File: config.mk
export PLATFORM = sky130hd
export DESIGN_NAME = gptc_top
export DESIGN_NICKNAME = d
export VERILOG_FILES = /design/src/gptc_pkg.sv /design/src/gptc_cap_ch.sv /design/src/gptc_top.sv
export SDC_FILE = /design/constraint.sdc
export NUM_CORES = 1
export LEC_CHECK = 0
export ABC_CLOCK_PERIOD_IN_PS = 2050
export CAP_MARGIN = 20
export CORE_MARGIN = 10
export CORE_UTILIZATION = 30
export CTS_CLUSTER_SIZE = 20
export DETAILED_ROUTE_END_ITERATION = 16
export DONT_BUFFER_PORTS = 1
export PLACE_DENSITY = 0.55
export SYNTH_ARGS = -nofsm -noshare
export SYNTH_HDL_FRONTEND = slang
export SYNTH_SLANG_ARGS = --single-unit
File: constraint.sdc
create_clock -name SYS_CLK -period 2.05 [get_ports SYS_CLK]
set_input_delay 0.41 -clock SYS_CLK [delete_from_list [all_inputs] [get_ports SYS_CLK]]
set_output_delay 0.41 -clock SYS_CLK [all_outputs]
set_load 0.005 [all_outputs]
File: src/gptc_pkg.sv
// package for the general purpose timer/counter
// assumes one system clock; all control bits arrive as plain ports
package gptc_pkg;

  // ==========================================================
  // sizes
  localparam int GPTC_NUM_CH    = 4;   // capture and match channels
  localparam int GPTC_CNT_W     = 32;  // counter and prescaler width
  localparam int GPTC_SYNC_LEN  = 2;   // pin input stages, unused: pins enter the design with no stage

  // ==========================================================
  // reset values
  localparam logic [31:0] GPTC_CNT_RST   = 32'h0000_0000;
  localparam logic [31:0] GPTC_PRE_RST   = 32'h0000_0000;
  localparam logic [3:0]  GPTC_MOUT_RST  = 4'h0;

  // ==========================================================
  // encodings
  // counting source
  typedef enum logic [1:0] {
    GPTC_SRC_PCLK,
    GPTC_SRC_RISE,
    GPTC_SRC_FALL,
    GPTC_SRC_BOTH
  } gptc_src_e;

  // match output action
  typedef enum logic [1:0] {
    GPTC_OUT_KEEP,
    GPTC_OUT_LOW,
    GPTC_OUT_HIGH,
    GPTC_OUT_TOGGLE
  } gptc_out_e;

  // per-channel capture control
  typedef struct packed {
    logic on_rise;  // capture on rising edge
    logic on_fall;  // capture on falling edge
    logic irq_en;   // interrupt on capture
  } gptc_cap_cfg_s;

  // per-channel match control
  typedef struct packed {
    logic      irq_en;  // interrupt on match
    logic      reset;   // reset counter on match
    logic      stop;    // stop counter on match
    gptc_out_e action;  // external output action
  } gptc_mat_cfg_s;

endpackage : gptc_pkg

File: src/gptc_cap_ch.sv
// one capture channel: edge detect on its combined input, latch of the count
// assumes the input is synchronous to the clock
`timescale 1ns/100ps
`default_nettype none
module gptc_cap_ch
  import gptc_pkg::*;
#(
  parameter int W = 32
) (
  input  wire logic          clk,
  input  wire logic          arst_n,
  input  wire logic          sig_in,    // combined capture signal
  input  wire gptc_cap_cfg_s cfg,       // edge selection and irq enable
  input  wire logic [W-1:0]  count,     // current counter value
  input  wire logic          irq_clr,   // software clear of flag
  output logic      [W-1:0]  value,     // captured value
  output logic               irq_flag   // sticky capture flag
);

  logic sig_d_reg;  // delayed signal for edge detect
  logic fire;       // capture event this cycle

  // ==========================================================
  // edge detection
  always_ff @(posedge clk or negedge arst_n) begin
    if (!arst_n) begin
      sig_d_reg <= 1'b0;
    end else begin
      sig_d_reg <= sig_in;
    end
  end

  assign fire = (cfg.on_rise & sig_in & ~sig_d_reg) |
                (cfg.on_fall & ~sig_in & sig_d_reg);

  // ==========================================================
  // latch and flag
  // latch counter value
  always_ff @(posedge clk or negedge arst_n) begin
    if (!arst_n) begin
      value <= '0;
    end else if (fire) begin
      value <= count;
    end
  end

  // optional capture interrupt, set wins over clear
  always_ff @(posedge clk or negedge arst_n) begin
    if (!arst_n) begin
      irq_flag <= 1'b0;
    end else if (fire && cfg.irq_en) begin
      irq_flag <= 1'b1;
    end else if (irq_clr) begin
      irq_flag <= 1'b0;
    end
  end

endmodule : gptc_cap_ch
`default_nettype wire

File: src/gptc_top.sv
// general purpose 32-bit timer/counter with prescaler, capture and match
// assumes pins synchronous to SYS_CLK; controls are plain ports held by software
//
// Notes on behaviour
// - 32-bit counter behind 32-bit prescaler
// - count system clock or external clock
// - four channels latch count on transitions
// - per-channel optional capture interrupt
// - four matches: continue, stop or reset
// - match outputs low, high, toggle, keep
// - external clock from one capture input
// - other capture inputs keep working normally
// - pin groups combine by or, and
`timescale 1ns/100ps
`default_nettype none
module gptc_top
  import gptc_pkg::*;
#(
  parameter int NCH = GPTC_NUM_CH,  // channels
  parameter int W   = GPTC_CNT_W,   // counter width
  parameter int NP  = 2             // pins per capture channel
) (
  input  wire logic                  SYS_CLK,
  input  wire logic                  ARST_N,
  input  wire logic                  CNT_ENABLE,
  input  wire logic                  CNT_RESET,
  input  wire gptc_src_e             CNT_SOURCE,
  input  wire logic [1:0]            CLK_CAP_SEL,
  input  wire logic [W-1:0]          PRESCALE,
  input  wire logic [NCH*NP-1:0]     CAPTURE_INPUT_PIN,
  input  wire logic [NCH*NP-1:0]     CAP_PIN_EN,
  input  wire logic [NCH-1:0]        CAP_AND_MODE,
  input  wire gptc_cap_cfg_s [NCH-1:0] CAP_CFG,
  input  wire gptc_mat_cfg_s [NCH-1:0] MAT_CFG,
  input  wire logic [NCH*W-1:0]      MATCH_VALUE,
  input  wire logic [NCH-1:0]        CAP_IRQ_CLR,
  input  wire logic [NCH-1:0]        MAT_IRQ_CLR,
  output logic      [W-1:0]          COUNT,
  output logic      [W-1:0]          PRESCALE_COUNT,
  output logic      [NCH*W-1:0]      CAPTURE_VALUE,
  output logic      [NCH-1:0]        CAP_IRQ_FLAG,
  output logic      [NCH-1:0]        MAT_IRQ_FLAG,
  output logic                       IRQ,
  output logic      [NCH-1:0]        MATCH_OUT,
  output logic                       STOPPED
);

  // ==========================================================
  // declarations
  logic [W-1:0]   cnt_reg;      // main counter
  logic [W-1:0]   pre_reg;      // prescaler counter
  logic           stop_reg;     // stopped by a match
  logic [NCH-1:0] mout_reg;     // match output levels
  logic [NCH-1:0] mirq_reg;     // match flags
  logic [NCH-1:0] cap_sig;      // combined capture signals
  logic           ext_lvl;      // selected external clock level
  logic           ext_d_reg;    // delayed external level
  logic           src_tick;     // one source clock cycle
  logic           pre_wrap;     // prescaler wrapped
  logic [NCH-1:0] hit;          // match equality
  logic           any_reset;    // some match resets counter
  logic           any_stop;     // some match stops counter
  logic           running;      // counter is advancing

  // ==========================================================
  // pin combination per channel
  // or and and of pin groups
  always_comb begin
    for (int c = 0; c < NCH; c++) begin
      logic [NP-1:0] en;
      logic [NP-1:0] pins;
      en   = CAP_PIN_EN[c*NP +: NP];
      pins = CAPTURE_INPUT_PIN[c*NP +: NP];
      if (CAP_AND_MODE[c]) begin
        // and: every enabled pin high, unused pins count as high
        cap_sig[c] = &(pins | ~en) & (|en);
      end else begin
        // or: any enabled pin high
        cap_sig[c] = |(pins & en);
      end
    end
  end

  // ==========================================================
  // external clock selection
  // one capture input as clock
  assign ext_lvl = cap_sig[CLK_CAP_SEL];

  always_ff @(posedge SYS_CLK or negedge ARST_N) begin
    if (!ARST_N) begin
      ext_d_reg <= 1'b0;
    end else begin
      ext_d_reg <= ext_lvl;
    end
  end

  // source selection, edges seen by sampling
  always_comb begin
    case (CNT_SOURCE)
      GPTC_SRC_PCLK: src_tick = 1'b1;
      GPTC_SRC_RISE: src_tick = ext_lvl & ~ext_d_reg;
      GPTC_SRC_FALL: src_tick = ~ext_lvl & ext_d_reg;
      GPTC_SRC_BOTH: src_tick = ext_lvl ^ ext_d_reg;
      default:       src_tick = 1'b0;
    endcase
  end

  // ==========================================================
  // match compare
  always_comb begin
    for (int c = 0; c < NCH; c++) begin
      hit[c] = (cnt_reg == MATCH_VALUE[c*W +: W]);
    end
  end

  always_comb begin
    any_reset = 1'b0;
    any_stop  = 1'b0;
    for (int c = 0; c < NCH; c++) begin
      any_reset = any_reset | (hit[c] & MAT_CFG[c].reset);
      any_stop  = any_stop  | (hit[c] & MAT_CFG[c].stop);
    end
  end

  assign running  = CNT_ENABLE & ~stop_reg & ~CNT_RESET;
  assign pre_wrap = running & src_tick & (pre_reg == PRESCALE);

  // ==========================================================
  // prescaler
  // programmable prescaler
  always_ff @(posedge SYS_CLK or negedge ARST_N) begin
    if (!ARST_N) begin
      pre_reg <= GPTC_PRE_RST;
    end else if (CNT_RESET) begin
      pre_reg <= GPTC_PRE_RST;
    end else if (pre_wrap) begin
      pre_reg <= GPTC_PRE_RST;
    end else if (running && src_tick) begin
      pre_reg <= pre_reg + 1'b1;
    end
  end

  // ==========================================================
  // main counter
  // advance on prescaler wrap, reset on match
  always_ff @(posedge SYS_CLK or negedge ARST_N) begin
    if (!ARST_N) begin
      cnt_reg <= GPTC_CNT_RST;
    end else if (CNT_RESET) begin
      cnt_reg <= GPTC_CNT_RST;
    end else if (pre_wrap) begin
      if (any_reset) begin
        cnt_reg <= GPTC_CNT_RST;
      end else if (!any_stop) begin
        // a stopping match holds the counter at the match value
        cnt_reg <= cnt_reg + 1'b1;
      end
    end
  end

  // stop on match, cleared by counter reset
  always_ff @(posedge SYS_CLK or negedge ARST_N) begin
    if (!ARST_N) begin
      stop_reg <= 1'b0;
    end else if (CNT_ENABLE && !stop_reg && any_stop) begin
      stop_reg <= 1'b1;
    end else if (CNT_RESET) begin
      stop_reg <= 1'b0;
    end
  end

  // ==========================================================
  // match events: flagged once per new counter value
  logic [W-1:0] last_cnt_reg;  // counter value already acted on
  logic         acted_reg;     // actions done for last_cnt_reg
  logic         new_val;       // first cycle with this count

  always_ff @(posedge SYS_CLK or negedge ARST_N) begin
    if (!ARST_N) begin
      last_cnt_reg <= GPTC_CNT_RST;
      acted_reg    <= 1'b0;
    end else begin
      last_cnt_reg <= cnt_reg;
      acted_reg    <= CNT_ENABLE;
    end
  end

  assign new_val = CNT_ENABLE & ((cnt_reg != last_cnt_reg) | ~acted_reg);

  // optional match interrupt, set wins over clear
  always_ff @(posedge SYS_CLK or negedge ARST_N) begin
    if (!ARST_N) begin
      mirq_reg <= '0;
    end else begin
      for (int c = 0; c < NCH; c++) begin
        if (new_val && hit[c] && MAT_CFG[c].irq_en) begin
          mirq_reg[c] <= 1'b1;
        end else if (MAT_IRQ_CLR[c]) begin
          mirq_reg[c] <= 1'b0;
        end
      end
    end
  end

  always_ff @(posedge SYS_CLK or negedge ARST_N) begin
    if (!ARST_N) begin
      mout_reg <= GPTC_MOUT_RST;
    end else begin
      for (int c = 0; c < NCH; c++) begin
        if (new_val && hit[c]) begin
          case (MAT_CFG[c].action)
            GPTC_OUT_LOW:    mout_reg[c] <= 1'b0;
            GPTC_OUT_HIGH:   mout_reg[c] <= 1'b1;
            GPTC_OUT_TOGGLE: mout_reg[c] <= ~mout_reg[c];
            default:         mout_reg[c] <= mout_reg[c];
          endcase
        end
      end
    end
  end

  // ==========================================================
  // capture channels
  // all channels capture regardless of clock use
  for (genvar c = 0; c < NCH; c++) begin : g_cap
    gptc_cap_ch #(
      .W(W)
    ) u_cap (
      .clk      (SYS_CLK),
      .arst_n   (ARST_N),
      .sig_in   (cap_sig[c]),
      .cfg      (CAP_CFG[c]),
      .count    (cnt_reg),
      .irq_clr  (CAP_IRQ_CLR[c]),
      .value    (CAPTURE_VALUE[c*W +: W]),
      .irq_flag (CAP_IRQ_FLAG[c])
    );
  end

  // ==========================================================
  // outputs
  assign COUNT          = cnt_reg;
  assign PRESCALE_COUNT = pre_reg;
  assign MATCH_OUT      = mout_reg;
  assign MAT_IRQ_FLAG   = mirq_reg;
  assign STOPPED        = stop_reg;
  assign IRQ            = (|mirq_reg) | (|CAP_IRQ_FLAG);

endmodule : gptc_top
`default_nettype wire
==> qor.yml <==
reg2reg_slack_ns: -0.48
initial_utilization_pct: 30.5
clkSlewWorstSetupHoldPaths_ns: 0.06
dieArea_mm2: 0.0504
fmax_mhz: 395
timing.final.crit_share_pct: 123
ys_seq_elements: 243
yosysSeqAreaShare_pct: 48.4
die_w_um: 225
skew_ns: 0.0342
worst_pin_slew_ns: 0.435
grt_pass1_vias: 10300
tritoncts: "built"
rsz0062_at_grt: "yes"
wl_per_cell_um: 27.9
grtUsageTotal_pct: 19.9
slowest_stage: "mux4_2"
status: "complete, but fails checks"
synth_nets: 1328
cts_made_buffers: 30
num_vias: 9934
mostFrequentLayoutCells: "230 x dfrtp_1, 192 x buf_4, 158 x xnor2_1"
initialDrtViolationCount: 564
cp_top_family: "simple AND/OR/NAND/NOR gates"
ios: 434
die_h_um: 225
grt_pass1_wl_mm: 74.6
maxCapViolCount: 0
place_area_mm2: 0.0146
areaGrowthSynthToFinish_pct: 38.9
crit_type: "input pin to register"
finalMaxSlewViolations: 0
ant_nets: 0
violations: "negative hold slack, negative setup slack"
powerDensity_mw_per_mm2: 714
ir_worst_vdd_mv: 0.559
synth_edf_count: 0
cp.required_ns: 2.54
regMostFlops: "g_cap.u_cap.value"
end_kind: "register"
syn_area_mm2: 0.0126
fin_crit_ns: 2.53
power_mw: 12.5
holdCritPathClass: "input pin to asynchronous set/reset pin"
slew_headroom_pct: 71.0
grt_max_degree: 244
leakage_nw: 7.65
clk_path_buf_depth: 3
syn-instance-count: 1096
cts.sinks: 243
diodes: 0
gp_congestion: 0.947
layout.nets: 1567
path_buf_inv: 2
layout_setup_ws_ns: -0.481
worstSkewPairLatency_ns: 0.59
io_buffers: 0
syn-mean-instance-area_um2: 11.5
start_kind: "input pin"
hold_ws_ns: -0.472
grt_antenna_before_repair: 1
cp_max_fo: 4
grt.overflow.total: 0
drive_gt1_share_pct: 44.3
fp-row-count: 74
critPathArrivalTime_ns: 3.02
htree_levels: 1
core-area_mm2: 0.0411
fillCellCount: 3849
yosysWarnings: 0
largest_register_ff_count: 128
cts_hold_buf: 25
r2r_end: "COUNT[31]"
root_buffer: "clkbuf_16"
wl_mm: 52.8
drtPass1Iterations: 5
worstPathCellList: "nand2_4, a22o_1, a32o_2, mux4_2, inv_2, ha_4, nand2b_4, nand3_4, a21oi_4, buf_12, or2_4, nor3_4, nand2_2, or3_1, a21oi_1"
reg2reg_depth: 11
async_reset_ff_share_pct: 100
stdcell_area_mm2: 0.0174
tns_ns: -27.35
reg2reg_from: "COUNT[15]"
synth_cell_types: 59
crit_path_max_incr_delay_ns: 0.53
layout_commonest_cell: "dfrtp_1"
via_per_inst: 5.26
finalHoldViolations: 243
finalSetupViolCount: 73
drc: 0
synth_ff_type: "dfrtp_1"
hpwl_mm: 40.4
utilization_pct: 42.4
worst register-to-register path, delay by kind of cell (launching register included):
kind                      cells  cell delay [ns]
and+or+nand+nor               6             1.14
buffers and inverters         3             0.50
DFF                           1             0.41
AOI/OAI and AO/OA             1             0.26
xor gates and xnor gates      1             0.13
metal layers:
| layer | up-vias | global-route usage [%] | share of wire (%) | routed length (um) |
|---|---|---|---|---|
| li1 | 4356 | - | - | - |
| met1 | 4997 | 23.2 | 38 | 20000 |
| met2 | 481 | 33.0 | 48 | 25200 |
| met3 | 100 | 7.53 | 11 | 5740 |
| met4 | 0 | 7.06 | 3.5 | 1870 |
| met5 | - | 0 | 0 | 0 |
metrics by stage:
step	hold WS, ns	setup slack (ns)	cells
2_1_floorplan	0.114	-0.880	1096
3_3_place_gp	0.125	-1.13	1767
5_1_grt	-0.495	-0.590	1890
6_report	-0.472	-0.481	1890
4_1_cts	-0.504	-0.459	1875
3_5_place_dp	0.125	-1.16	1767
how the worst max path moves through the flow:
stage	startpoint	to	slack [ns]	cells after the start
6_report	CAP_AND_MODE[0]	PRESCALE_COUNT[30]	-0.48	15
5_1_grt	CAPTURE_INPUT_PIN[4]	PRESCALE_COUNT[30]	-0.59	14
4_1_cts	CAP_AND_MODE[0]	PRESCALE_COUNT[30]	-0.46	15
3_5_place_dp	CAP_AND_MODE[2]	COUNT[24]	-1.16	14
3_3_place_gp	CAP_AND_MODE[2]	COUNT[22]	-1.13	14
2_1_floorplan	CAPTURE_INPUT_PIN[6]	PRESCALE_COUNT[30]	-0.88	13
cells in the mapped netlist, types with 2 or more instances:
library cell  number  area (um2)
o21ai_0           42         210
clkbuf_1           8        30.0
nor2_1            45         169
a32o_1             4        40.0
nor3_1             2        10.0
nor3_4             2        32.5
buf_4             16         120
nand2_1           50         188
and2_1             2        12.5
nand3b_1           6        45.0
and4_1             5        43.8
nor4_2             2        25.0
a22o_1             4        35.0
nor2b_1            2        12.5
nor4_4             2        42.5
o211ai_1           3        22.5
nand3_1           24         120
a31oi_1           13        81.3
nand4_1           64         400
nand2b_1           7        43.8
inv_1             20        75.1
or3_1              2        12.5
dfrtp_1          243        6080
nor4_1            13        81.3
ha_1               4        50.1
nand4_2            2        25.0
xor2_1            23         201
mux2_2           128        1440
and4_4             3        33.8
a21oi_1           12        60.1
and3_1            20         125
or2_1              3        18.8
xnor2_1          191        1670
o21ai_1           22         110
o31ai_1           19         143
buf_6             21         236
buf_2             34         170
a41oi_1           12         105
power breakdown:
group | internal, mW | switching, mW
sequential | 4.97 | 0.164
clock | 3.57 | 2.24
combinational | 0.816 | 0.707
cell families (layout without fill, tap and decap cells):
family | Yosys count | after routing | synth area share, %
AO/OA/AOI/OAI | 138 | 138 | 7.07
XOR/XNOR | 215 | 215 | 15.1
adder cells (fa/ha/maj) | 4 | 4 | 0.399
buffers and inverters | 101 | 363 | 5.10
flip-flops | 243 | 243 | 48.4
multiplexers | 129 | 129 | 11.7
AND/OR/NAND/NOR | 266 | 266 | 12.3
layout make-up:
| type | count | area [um2] | share of cell area [%] |
|---|---|---|---|
| multi-input combinational | 752 | 6750 | 38.7 |
| timing repair buffer | 288 | 2770 | 15.9 |
| clock inverter | 19 | 283 | 1.62 |
| clock buffer | 36 | 803 | 4.61 |
| inverter | 20 | 75.1 | 0.430 |
| tap | 532 | 666 | 3.82 |
| sequential | 243 | 6100 | 35.0 |
timing repair:
item,4_1_cts,5_1_grt
resized for setup,122,108
endpoints found under the setup margin,73,73
hold endpoints to repair,257,243
cloned,4,1
pin swaps,33,80
buffers inserted,24,18
Note: power is estimated with default switching activity, not from simulation.
